## src/hw/sample_seq_pkg.sv

```systemverilog
// Package: register map, fields, input codes and timing for the sampling sequencer
package sample_seq_pkg;
  // Register byte addresses
  localparam logic [15:0] formula_addr = 16'h2000;
  localparam logic [15:0] mux_cfg_addr = 16'h2002;
  localparam logic [15:0] adc_cfg_addr = 16'h2005;
  // Field positions
  localparam int formula_lsb = 5;
  localparam int states_lsb = 6;
  localparam int chop_lsb = 4;
  localparam int alt_req_bit = 2;
  localparam int resolution_bit = 4;
  // Reset values
  localparam logic [2:0] formula_rst = 3'h0;
  localparam logic [1:0] states_rst = 2'h3;
  localparam logic [1:0] chop_rst = 2'h0;
  localparam logic resolution_rst = 1'b0;
  // Chopper field encoding
  localparam logic [1:0] chop_toggle_a = 2'h0;
  localparam logic [1:0] chop_normal = 2'h1;
  localparam logic [1:0] chop_inverted = 2'h2;
  // Converter inputs, values are also the result word addresses
  typedef enum logic [2:0] {
    phase_a_current = 3'h0,
    phase_a_voltage = 3'h1,
    phase_b_current = 3'h2,
    phase_b_voltage = 3'h3,
    phase_c_current = 3'h4,
    phase_c_voltage = 3'h5,
    thermal_sensor = 3'h6,
    aux_monitor_input = 3'h7
  } input_sel_type;
  // Timing
  localparam int slow_clock_hz = 32768;
  localparam int sys_clock_hz = 125000000;
  localparam int slow_div_count = sys_clock_hz / slow_clock_hz;
  localparam logic [1:0] conv_short_ticks = 2'h2;
  localparam logic [1:0] conv_long_ticks = 2'h3;
endpackage

```

## src/hw/sample_fifo.sv

```systemverilog
// Sample FIFO between sequencer and result memory writer
`timescale 1ns/1ps
module sample_fifo #(
  parameter int width = 25,
  parameter int depth = 16
) (
  input wire logic clk, // System clock
  input wire logic sys_rst, // Synchronous reset
  input wire logic in_valid, // Write request
  output logic in_ready, // Not full
  input wire logic [width-1:0] in_data, // Write word
  output logic out_valid, // Not empty
  input wire logic out_ready, // Read accept
  output logic [width-1:0] out_data // Head word
);
  localparam int aw = $clog2(depth);
  initial
  begin
    if (depth < 2 || (1 << aw) != depth)
      $error("sample_fifo depth must be a power of two >= 2");
  end
  logic [width-1:0] mem [depth];
  logic [aw:0] wr_q;
  logic [aw:0] rd_q;
  wire push = in_valid && in_ready;
  wire pop = out_valid && out_ready;
  assign in_ready = (wr_q - rd_q) != (aw+1)'(depth);
  assign out_valid = wr_q != rd_q;
  assign out_data = mem[rd_q[aw-1:0]];
  always_ff @(posedge clk)
  begin
    if (push)
      mem[wr_q[aw-1:0]] <= in_data;
  end
  always_ff @(posedge clk)
  begin
    if (sys_rst)
    begin
      wr_q <= '0;
      rd_q <= '0;
    end
    else
    begin
      if (push)
        wr_q <= wr_q + 1'b1;
      if (pop)
        rd_q <= rd_q + 1'b1;
    end
  end
endmodule

```

## src/hw/sample_seq.sv

```systemverilog
// Sampling sequencer: input selector, conversion timing, chopper and result writes
//
// Function
// Regular states select six phase inputs in order
// Alternate: thermal in state0, aux in state2
// Voltage inputs never replaced in alternate cycles
// States per cycle field picks 2,3,4,6
// Host settings alt, formula, states govern sequencer
// Latch alternate request on request rising edge
// Finish cycle, one alternate cycle, then regular
// Sequencer steps on 32768 Hz slow clock
// Issue compute engine pass start
// Start conversions, drive chopper polarity
// Resolution bit selects 21 or 22 bits
// Conversion two or three slow cycles
// Write filter result to input's word
// Chopper field: normal, inverted or toggling
// Toggle chopper only at cycle boundaries
// Host requests alternate cycles only rarely
// Host disables aux comparator interrupts when sampling
// Results at words 0x00 to 0x07
// Engine pass launched when state 0 begins
// Chopper encoding 00/11 toggle, 01, 10
// Settings sampled only at cycle boundary
`timescale 1ns/1ps
module sample_seq #(
  parameter int slow_div = sample_seq_pkg::slow_div_count, // System clocks per slow tick
  parameter int result_width = 22, // Filter output word width
  parameter int fifo_depth = 16 // Result buffer depth
) (
  input wire logic clk, // 125 MHz system clock
  input wire logic sys_rst, // Synchronous reset, active high
  input wire logic reg_we, // Host register write strobe
  input wire logic [15:0] reg_addr, // Host register byte address
  input wire logic [7:0] reg_wdata, // Host write data
  output logic [7:0] reg_rdata, // Host read data
  output logic [2:0] input_select, // Analog selector code
  output logic conv_start, // Converter and filter start pulse
  output logic chop_swap_signal, // Reference chopper polarity
  output logic engine_start, // Compute engine pass start pulse
  output logic [2:0] meter_formula, // Formula select to engine
  output logic [1:0] mux_state, // Current selector state low bits
  output logic [2:0] state_index, // Current selector state
  input wire logic filter_done, // Filter result ready pulse
  input wire logic [result_width-1:0] filter_result, // Filter raw result
  output logic dmem_we, // Data memory write strobe
  output logic [2:0] dmem_addr, // Data memory word address
  output logic [result_width-1:0] dmem_wdata, // Data memory write word
  input wire logic dmem_ready // Data memory accepts write
);
  initial
  begin
    if (slow_div < 2 || result_width < 22 || fifo_depth < 2)
      $error("sample_seq parameters out of range");
  end

  // ----------------------------------------
  // Host registers
  // ----------------------------------------
  logic [2:0] formula_q;
  logic [1:0] states_q;
  logic [1:0] chop_q;
  logic resolution_q;
  logic alt_req_q;
  logic alt_req_prev_q;
  logic alt_pending_q;
  wire wr_formula = reg_we && reg_addr == sample_seq_pkg::formula_addr;
  wire wr_mux = reg_we && reg_addr == sample_seq_pkg::mux_cfg_addr;
  wire wr_adc = reg_we && reg_addr == sample_seq_pkg::adc_cfg_addr;
  always_ff @(posedge clk)
  begin
    if (sys_rst)
    begin
      formula_q <= sample_seq_pkg::formula_rst;
      states_q <= sample_seq_pkg::states_rst;
      chop_q <= sample_seq_pkg::chop_rst;
      resolution_q <= sample_seq_pkg::resolution_rst;
      alt_req_q <= 1'b0;
    end
    else
    begin
      if (wr_formula)
        formula_q <= reg_wdata[sample_seq_pkg::formula_lsb +: 3];
      if (wr_mux)
      begin
        states_q <= reg_wdata[sample_seq_pkg::states_lsb +: 2];
        chop_q <= reg_wdata[sample_seq_pkg::chop_lsb +: 2];
      end
      if (wr_adc)
      begin
        resolution_q <= reg_wdata[sample_seq_pkg::resolution_bit];
        alt_req_q <= reg_wdata[sample_seq_pkg::alt_req_bit];
      end
    end
  end
  always_comb
  begin
    reg_rdata = 8'h00;
    if (reg_addr == sample_seq_pkg::formula_addr)
      reg_rdata[sample_seq_pkg::formula_lsb +: 3] = formula_q;
    else if (reg_addr == sample_seq_pkg::mux_cfg_addr)
    begin
      reg_rdata[sample_seq_pkg::states_lsb +: 2] = states_q;
      reg_rdata[sample_seq_pkg::chop_lsb +: 2] = chop_q;
    end
    else if (reg_addr == sample_seq_pkg::adc_cfg_addr)
    begin
      reg_rdata[sample_seq_pkg::resolution_bit] = resolution_q;
      reg_rdata[sample_seq_pkg::alt_req_bit] = alt_req_q;
    end
  end

  // ----------------------------------------
  // Slow tick divider
  // ----------------------------------------
  localparam int dw = $clog2(slow_div);
  logic [dw-1:0] div_q;
  wire tick = div_q == dw'(slow_div - 1);
  always_ff @(posedge clk)
  begin
    if (sys_rst || tick)
      div_q <= '0;
    else
      div_q <= div_q + 1'b1;
  end

  // ----------------------------------------
  // Sequencer
  // ----------------------------------------
  function automatic logic [2:0] state_count(input logic [1:0] f);
    case (f)
      2'h0: state_count = 3'h2;
      2'h1: state_count = 3'h3;
      2'h2: state_count = 3'h4;
      default: state_count = 3'h6;
    endcase
  endfunction

  function automatic logic [2:0] pick_input(input logic [2:0] s, input logic alt);
    case (s)
      3'h0: pick_input = alt ? 3'(sample_seq_pkg::thermal_sensor)
                             : 3'(sample_seq_pkg::phase_a_current);
      3'h2: pick_input = alt ? 3'(sample_seq_pkg::aux_monitor_input)
                             : 3'(sample_seq_pkg::phase_b_current);
      default: pick_input = s;
    endcase
  endfunction

  typedef enum logic [1:0] {idle_st, start_st, convert_st} seq_state_type;
  seq_state_type st_q;
  logic [2:0] state_q;
  logic [1:0] ticks_q;
  logic alt_cycle_q;
  logic [1:0] cyc_states_q;
  logic cyc_res_q;
  logic [1:0] cyc_chop_q;
  logic [2:0] cyc_formula_q;
  logic toggle_q;
  logic chop_swap_signal_q;
  logic [2:0] sel_q;
  logic conv_q;
  logic engine_q;

  wire rise = alt_req_q && !alt_req_prev_q;
  wire [1:0] conv_len = cyc_res_q ? sample_seq_pkg::conv_long_ticks
                                  : sample_seq_pkg::conv_short_ticks;
  wire conv_end = st_q == convert_st && tick && ticks_q == conv_len - 2'h1;
  wire last_state = state_q == state_count(cyc_states_q) - 3'h1;
  wire boundary = st_q == start_st && state_q == 3'h0;
  wire toggling = !(chop_q == sample_seq_pkg::chop_normal ||
                    chop_q == sample_seq_pkg::chop_inverted);

  always_ff @(posedge clk)
  begin
    if (sys_rst)
    begin
      alt_req_prev_q <= 1'b0;
      alt_pending_q <= 1'b0;
    end
    else
    begin
      alt_req_prev_q <= alt_req_q;
      if (rise)
        alt_pending_q <= 1'b1;
      else if (boundary)
        alt_pending_q <= 1'b0;
    end
  end

  always_ff @(posedge clk)
  begin
    if (sys_rst)
    begin
      st_q <= idle_st;
      state_q <= 3'h0;
      ticks_q <= 2'h0;
      alt_cycle_q <= 1'b0;
      cyc_states_q <= sample_seq_pkg::states_rst;
      cyc_res_q <= sample_seq_pkg::resolution_rst;
      cyc_chop_q <= sample_seq_pkg::chop_rst;
      cyc_formula_q <= sample_seq_pkg::formula_rst;
      toggle_q <= 1'b0;
      sel_q <= 3'h0;
      conv_q <= 1'b0;
      engine_q <= 1'b0;
    end
    else
    begin
      conv_q <= 1'b0;
      engine_q <= 1'b0;
      case (st_q)
        idle_st:
          if (tick)
            st_q <= start_st;
        start_st:
        begin
          // Entered on a slow tick and left at once, so states stay whole slow cycles apart
          if (state_q == 3'h0)
          begin
            // Cycle boundary: settings and the alternate choice are frozen here
            cyc_states_q <= states_q;
            cyc_res_q <= resolution_q;
            cyc_chop_q <= chop_q;
            cyc_formula_q <= formula_q;
            alt_cycle_q <= alt_pending_q && !rise;
            if (toggling)
              toggle_q <= ~toggle_q;
            engine_q <= 1'b1;
            sel_q <= pick_input(3'h0, alt_pending_q && !rise);
          end
          else
            sel_q <= pick_input(state_q, alt_cycle_q);
          conv_q <= 1'b1;
          ticks_q <= 2'h0;
          st_q <= convert_st;
        end
        convert_st:
          if (tick)
          begin
            if (conv_end)
            begin
              state_q <= last_state ? 3'h0 : state_q + 3'h1;
              // Next state starts one clock after this end tick
              st_q <= start_st;
            end
            else
              ticks_q <= ticks_q + 2'h1;
          end
        default:
          st_q <= idle_st;
      endcase
    end
  end

  // Toggled state survives mode changes so polarity stays alternating
  always_ff @(posedge clk)
  begin
    if (sys_rst)
      chop_swap_signal_q <= 1'b0;
    else
    begin
      case (cyc_chop_q)
        sample_seq_pkg::chop_normal: chop_swap_signal_q <= 1'b0;
        sample_seq_pkg::chop_inverted: chop_swap_signal_q <= 1'b1;
        default: chop_swap_signal_q <= toggle_q;
      endcase
    end
  end

  assign input_select = sel_q;
  assign conv_start = conv_q;
  assign engine_start = engine_q;
  assign chop_swap_signal = chop_swap_signal_q;
  assign meter_formula = cyc_formula_q;
  assign state_index = state_q;
  assign mux_state = state_q[1:0];

  // ----------------------------------------
  // Result path
  // ----------------------------------------
  // 21-bit mode drops the filter's lowest bit
  wire [result_width-1:0] res_word = cyc_res_q ? filter_result
      : {filter_result[result_width-1:1], 1'b0};
  logic fifo_ready;
  logic fifo_valid;
  logic [result_width+2:0] fifo_out;
  sample_fifo #(
    .width(result_width + 3),
    .depth(fifo_depth)
  ) u_fifo (
    .clk(clk),
    .sys_rst(sys_rst),
    .in_valid(filter_done),
    .in_ready(fifo_ready),
    .in_data({sel_q, res_word}),
    .out_valid(fifo_valid),
    .out_ready(dmem_ready),
    .out_data(fifo_out)
  );
  assign dmem_we = fifo_valid;
  assign dmem_addr = fifo_out[result_width +: 3];
  assign dmem_wdata = fifo_out[result_width-1:0];
endmodule

```

## config.mk

```make
export PLATFORM = sky130hd
export DESIGN_NAME = sample_seq
export DESIGN_NICKNAME = d
export VERILOG_FILES = /design/src/hw/sample_seq_pkg.sv /design/src/hw/sample_fifo.sv /design/src/hw/sample_seq.sv
export SDC_FILE = /design/constraint.sdc
export NUM_CORES = 1
export LEC_CHECK = 0
export ABC_CLOCK_PERIOD_IN_PS = 8600
export BUFFER_PORTS_ARGS = -buffer_cell sky130_fd_sc_hd__buf_4
export CORE_MARGIN = 5
export CORE_UTILIZATION = 40
export DETAILED_ROUTE_END_ITERATION = 10
export PLACE_DENSITY_LB_ADDON = 0.08
export SLEW_MARGIN = 20
export SYNTH_ARGS = -nofsm -noshare
export SYNTH_HDL_FRONTEND = slang
export SYNTH_HIERARCHICAL = 1
export SYNTH_SLANG_ARGS = --single-unit
```

## constraint.sdc

```tcl
create_clock -name clk -period 8.6 [get_ports clk]
set_clock_uncertainty 0.2 [all_clocks]
set_input_delay 1.29 -clock clk [delete_from_list [all_inputs] [get_ports clk]]
set_output_delay 1.29 -clock clk [all_outputs]
set_load 0.05 [all_outputs]
```

==> results of run 1 <==
[path summary, 6_finish.rpt]
check / start / to / slack [ps] / cells after the start
worst max-delay path: flip-flop / dmem_wdata[5] / 3660 / 4
worst min register to register: cyc_chop_q[0] / cyc_chop_q[0] / 260 / 2
worst max register to register: u_fifo/wr_q[0] / u_fifo/mem[12][17] / 4900 / 8
worst min-delay path: cyc_chop_q[0] / cyc_chop_q[0] / 260 / 2
[metrics by stage]
step / worst slack, ps / hold WS (ps) / utilization [%] / std cells
floorplan: 4000 / 236 / - / 916
global placement: 4210 / 251 / 43.7 / 1561
detailed placement: 4210 / 252 / 43.7 / 1561
CTS: 3590 / 260 / 47.1 / 1652
global route: 3510 / 269 / 47.1 / 1652
finish: 3660 / 258 / 47.1 / 1652
[sequential cells by signal, indices dropped and copies added, names as in the netlist, 3 cells and up, named ones only]
register / flops
u_fifo/rd_q: 5
formula_q: 3
div_q: 12
meter_formula: 3
state_index: 3
u_fifo/wr_q: 5
input_select: 3
u_fifo/mem: 400
[layout by cell type, fill, tap and decap left out, types with 17 or more instances in the layout]
| cell | instances |
|---|---|
| edfxtp_1 | 400 |
| mux4_2 | 125 |
| buf_4 | 99 |
| dfxtp_1 | 56 |
| clkbuf_16 | 50 |
| nor2_1 | 42 |
| nand2_1 | 24 |
| a21oi_1 | 24 |
| inv_1 | 17 |
| ha_1 | 17 |
[layout make-up]
class	count	area, sq um	share of cell area, %
Clock buffer	64	1320	6.33
Clock inverter	27	180	0.862
Inverter	17	63.8	0.305
Multi-Input combinational cell	393	4620	22.1
Sequential cell	460	13200	63.3
Tap cell	592	741	3.54
Timing Repair Buffer	99	743	3.56
[metal layers]
metal	vias up	wire length (um)	share of wire [%]
li1	3942	-	-
met1	4680	17000	43
met2	166	19700	50
met3	45	1860	4.7
met4	2	678	1.7
met5	-	13	0.033
[kinds of logic (layout without fill, tap and decap cells)]
kind of cell / count (synthesis) / count (layout) / share of synthesized area [%]
compound gates: 56 / 56 / 1.96
xor+xnor: 20 / 20 / 0.969
fa+ha+maj: 17 / 17 / 1.18
buf+inv: 63 / 207 / 1.54
flops: 460 / 460 / 73.1
mux: 135 / 135 / 16.1
other cells: 1 / 3 / 0.0207
simple gates: 162 / 162 / 5.07
[power by group]
| group | internal, mW | switching, mW | leakage (nW) |
|---|---|---|---|
| Clock | 1.12 | 0.841 | 0.734 |
| Sequential | 2.50 | 0.0586 | 4.13 |
| Combinational | 0.490 | 0.600 | 1.80 |
[worst min-delay path: cells and delay by family, from the launching register on]
family / cells / cell delay, ps
DFF: 1 / 310
and+or+nand+nor: 1 / 50
AOI/OAI and AO/OA: 1 / 50
==> results.toml, run 1 <==
[status]
status = "finished clean"

[logic_synthesis]
netlist_area_sq_mm = 0.0181
yosysUniqueCellTypes = 58
yosysTopAreaCell = "edfxtp_1"
synthTopCellsByArea = "edfxtp_1 (66%), mux4_2 (16%), dfxtp_1 (6.6%)"
ys_seq_area_share_pct = 73.1
syn_avg_cell_area_sq_um = 19.8
async_flop_share_pct = 0
synth_most_common_cell = "edfxtp_1"
synth_edf_count = 400
synthesis.instances = 914
synth_common_cells = "edfxtp_1 (400), mux4_2 (125), dfxtp_1 (60)"
synth_warnings = 6
synthFlopType = "edfxtp_1"
yosys_register_bits = 460
synth_top_area_share_pct = 66.5

[critical_path]
crit_buf_inv = 2
crit_type = "flip-flop to output pin"
cp_max_fo = 52
crit_path_end_kind = "output pin"
worstPathRequired_ps = 7110
setup.worst_path.start_class = "flip-flop"
slowest_stage = "dfxtp_4"
path_cells = "buf_4 -> mux4_2 -> mux4_2 -> buf_4"
slowest_delay_ps = 900
crit_arrival_ps = 3450
critical_path.top_delay_family = "buffers and inverters"

[grt]
antenna_found_initial = 1
grt_start_max_net_pins = 53
grt_usage_pct = 15.9
grt_pass1_vias = 9382
grt_pass1_wl_um = 59600
met3_usage_pct = 3.04
use_met1_pct = 21.7
gr-total-overflow = 0
busiest_layer = "met2"
use_met2_pct = 26.5

[floorplanning]
dieArea_sq_mm = 0.0495
row_count = 77
coreArea_sq_mm = 0.0444
io_pins = 99
initial_utilization_pct = 40.7
die_width_um = 223
fp.dieH_um = 223

[sta]
fin_crit_ps = 4940
hold_violations = 0
max_freq_mhz = 202
worst_slew_margin_rel_pct = 30.7
drv_slew = 0
finalCritPeriodShare_pct = 57.4
setup_viol = 0
rsz0062_at_grt = "no"
final.setup.tns_ps = 0
worst_slew_pin_slew_ps = 1040

[placement]
place_congestion = 0.745
place.detailed.hpwl_um = 20200
place_area_sq_mm = 0.0194
portBuffers = 92

[cells_and_area]
fin_nets = 1089
n_antenna_cell = 0
stdcell_area_sq_mm = 0.0209
drive_gt1_share_pct = 30.4
num-fill-cells = 3759
syn_to_final_growth_pct = 15.6

[clocking]
clock_latency_ps = 570
cts_setup_buffers = 0
h-tree-depth = 2
cts_buffers = 50
clkTransAtPathRegs_ps = 60
cts_sinks = 460
cts_root_buf = "clkbuf_16"
hold_buffers = 0
cts_tree = "built"
cts_resized = 0
ctsLongestPathBuffers = 3

[min_path]
worstHoldPathType = "flip-flop to flip-flop"

[drt]
drc = 0
drt_iter0_markers = 744
routed-via-count = 8835
firstDrtPassIters = 4
postRouteAntennaNets = 0
routed_wl_um = 39200
via_per_inst = 5.35
wl_per_cell_um = 23.7

[power_and_ir_drop]
total_leakage_power_nw = 6.66
power_density_mw_per_mm2 = 268
irDropWorstVdd_uv = 121
p_total_mw = 5.61

[job]
drv_cap = 0
Note: power is estimated with default switching activity, not from simulation.
==> run 2: changes to the inputs <==
Settings changed: ABC_AREA set to 1, ABC_CLOCK_PERIOD_IN_PS 8600 to 4400.
Clock period 8.6 ns to 4.4 ns, I/O delays scaled along.
==> run 2 against run 1 <==
Hold slack worse by 130 ps. Non-clock buffer count is 29 higher. Combinational power is 150% higher. Register-to-register slack worse by 3700 ps. Clock power is 98% higher. Die area is 4.1% higher. Largest power group unchanged. Highest routed layer is now met4.
==> results.toml, run 2 <==
[status]
status = "finished clean"

[clocking]
cts_setup_buffers = 0
cts_root_buf = "clkbuf_16"
clock_latency_ps = 570
cts_sinks = 460
clkTransAtPathRegs_ps = 60
cts_resized = 0
cts_buffers = 50
ctsLongestPathBuffers = 3
hold_buffers = 0
h-tree-depth = 2
cts_tree = "built"

[power_and_ir_drop]
power_density_mw_per_mm2 = 532
p_sw_mw = 3.66
irDropWorstVdd_uv = 342
total_leakage_power_nw = 7.40
clockPowerShare_pct = 33.6
p_seq_share_pct = 43.0
p_total_mw = 11.6
switching_share_pct = 31.6
combinationalPowerShare_pct = 23.4
internal_power_mw = 7.93

[placement]
portBuffers = 92
place.detailed.hpwl_um = 24700
place_congestion = 0.779

[critical_path]
path_cells = "inv_6 -> buf_4 -> nor2_1 -> nor2_1 -> o21ai_0 -> o211ai_1 -> o211ai_1 -> nand2_1 -> buf_4"
critical_path.top_delay_family = "buffers and inverters"
r2r-end = "u_fifo/mem[13][6]"
crit_buf_inv = 3
worstPathRequired_ps = 3540
rrSetupSlack_ps = 1170
crit_arrival_ps = 2800
r2r_cells = 11
slowest_delay_ps = 460
cp_max_fo = 78
setup.worst_path.start_class = "flip-flop"
crit_type = "flip-flop to output pin"
slowest_stage = "inv_6"
crit_path_end_kind = "output pin"
timing.rr.start = "u_fifo/wr_q[1]"

[cells_and_area]
n_antenna_cell = 0
drive_gt1_share_pct = 12.8
fin_nets = 1786
syn_to_final_growth_pct = 15.4
final_common_cell = "edfxtp_1"
regArea_sq_mm = 0.0132
multiInputGateArea_sq_mm = 0.00503
layout_common_cells = "edfxtp_1 (400), nor2_1 (370), o21ai_0 (209)"
num-fill-cells = 4251
largest_register_ffs = 400

[sta]
final.setup.tns_ps = 0
finalCritPeriodShare_pct = 83.2
hold_violations = 0
fin_crit_ps = 3660
hold-worst-slack_ps = 132
worst_slew_margin_rel_pct = 37.1
rsz0062_at_grt = "no"
max_freq_mhz = 273
worst_slew_pin_slew_ps = 944
drv_slew = 0
setup_viol = 0

[drt]
drc = 0
wl_per_cell_um = 19.7
routed_wl_um = 46500
drt_iter0_markers = 802
via_per_inst = 5.26
firstDrtPassIters = 5
postRouteAntennaNets = 0
routed-via-count = 12414

[logic_synthesis]
yosysTopAreaCell = "edfxtp_1"
async_flop_share_pct = 0
synth_edf_count = 400
yosys_register_bits = 460
synthesis.instances = 1633
muxShareOfSynthArea_pct = 0
synth_xor_xnor_area_share_pct = 0.418
ys_seq_area_share_pct = 70.1
synth_top_family_by_area = "simple AND/OR/NAND/NOR gates"
synth_common_cells = "edfxtp_1 (400), nor2_1 (370), o21ai_0 (209)"
synth_compound_area_share_pct = 11.4
synth_top_area_share_pct = 63.7
syn_avg_cell_area_sq_um = 11.5
yosysUniqueCellTypes = 35
synthSimpleGateAreaFrac_pct = 13.2
netlist_area_sq_mm = 0.0189
synth_most_common_cell = "edfxtp_1"
synthAdderAreaFrac_pct = 1.13
synthFlopType = "edfxtp_1"
synth_warnings = 6
synthTopCellsByArea = "edfxtp_1 (64%), nor2_1 (7.4%), dfxtp_1 (6.4%)"

[job]
drv_cap = 0

[min_path]
worstHoldEndpoint = "states_q[0]"
min_from = "reg_wdata[6]"
worstHoldPathType = "input pin to flip-flop"
hold_path_depth = 3

[grt]
grt_usage_pct = 17.8
antenna_found_initial = 0
grt_pass1_vias = 12036
gr-total-overflow = 0
grt_pass1_wl_um = 70800
grt_start_max_net_pins = 201

[floorplanning]
io_pins = 99
initial_utilization_pct = 40.5
coreArea_sq_mm = 0.0466
dieArea_sq_mm = 0.0516
fp.dieH_um = 227
row_count = 79
die_width_um = 227
[run 2: cell types whose count changed in the layout (fill, tap and decap cells not counted), moves of 9 or more]
| cell | previous run | this run |
|---|---|---|
| o211ai_1 | 3 | 101 |
| and3_2 | 14 | 0 |
| inv_1 | 17 | 53 |
| nand2_1 | 24 | 131 |
| mux4_2 | 125 | 0 |
| nor2_1 | 42 | 370 |
| nor3_2 | 0 | 16 |
| nor2b_1 | 9 | 0 |
| o21ai_0 | 6 | 209 |
| xnor2_1 | 14 | 4 |
| nand3_1 | 11 | 64 |
| o21ai_1 | 0 | 35 |
| buf_4 | 99 | 124 |
[run 2: power groups by stage]
stage / registers, mW / logic [mW] / clock network, mW
global route: 4.99 / 3.02 / 4.20
finish: 4.98 / 2.71 / 3.89
floorplan: 5.00 / 1.98 / 0
detailed placement: 5.07 / 2.75 / 0
CTS: 4.98 / 2.76 / 4.02
global placement: 5.07 / 2.74 / 0
[run 2: per-stage QoR]
stage	util [%]	cells	setup WS, ps	instance area (sq um)
2_1_floorplan	-	1635	632	18900
3_3_place_gp	43.5	2273	1110	20200
3_5_place_dp	43.5	2273	1040	20200
4_1_cts	46.7	2362	690	21800
5_1_grt	46.7	2362	485	21800
6_report	46.7	2362	738	21800
[run 2: kinds of logic after synthesis]
kind of cell,after synthesis
xor gates and xnor gates,9
and+or+nand+nor,613
adders and majority gates,17
DFF,460
buffers and inverters,155
AOI/OAI and AO/OA,378
other,1
[run 2: area by class of cell]
type,instances,area share (%)
clock buffer,71,6.44
timing repair buffer,128,4.65
tap,607,3.49
sequential,460,60.8
inverter,58,1.02
clock inverter,18,0.500
multi-input combinational,1020,23.1
[run 2: how the worst max path moves through the flow]
stage / start / endpoint / cells past startpoint / slack (ps)
detailed placement: reg_addr[15] / reg_rdata[4] / 9 / 1040
global route: flip-flop / dmem_wdata[7] / 9 / 480
floorplan: u_fifo/rd_q[1] / u_fifo/mem[3][0] / 12 / 630
finish: flip-flop / dmem_wdata[7] / 9 / 740
CTS: flip-flop / dmem_wdata[7] / 9 / 690
global placement: reg_addr[11] / reg_rdata[4] / 9 / 1110
[run 2: tightest hold or removal path, cell delays in order]
cell and delay (ps):
buf_4 80, nand3_1 70, nand3_1 60
[run 2: metal layers]
layer  global-route usage, %  vias to the layer above  part of all wire, %
li1                        -                     5986                    -
met1                    24.6                     6141                   46
met2                    29.5                      225                   48
met3                    3.13                       62                  4.7
met4                    4.38                        0                  1.7
met5                       0                        -                    0
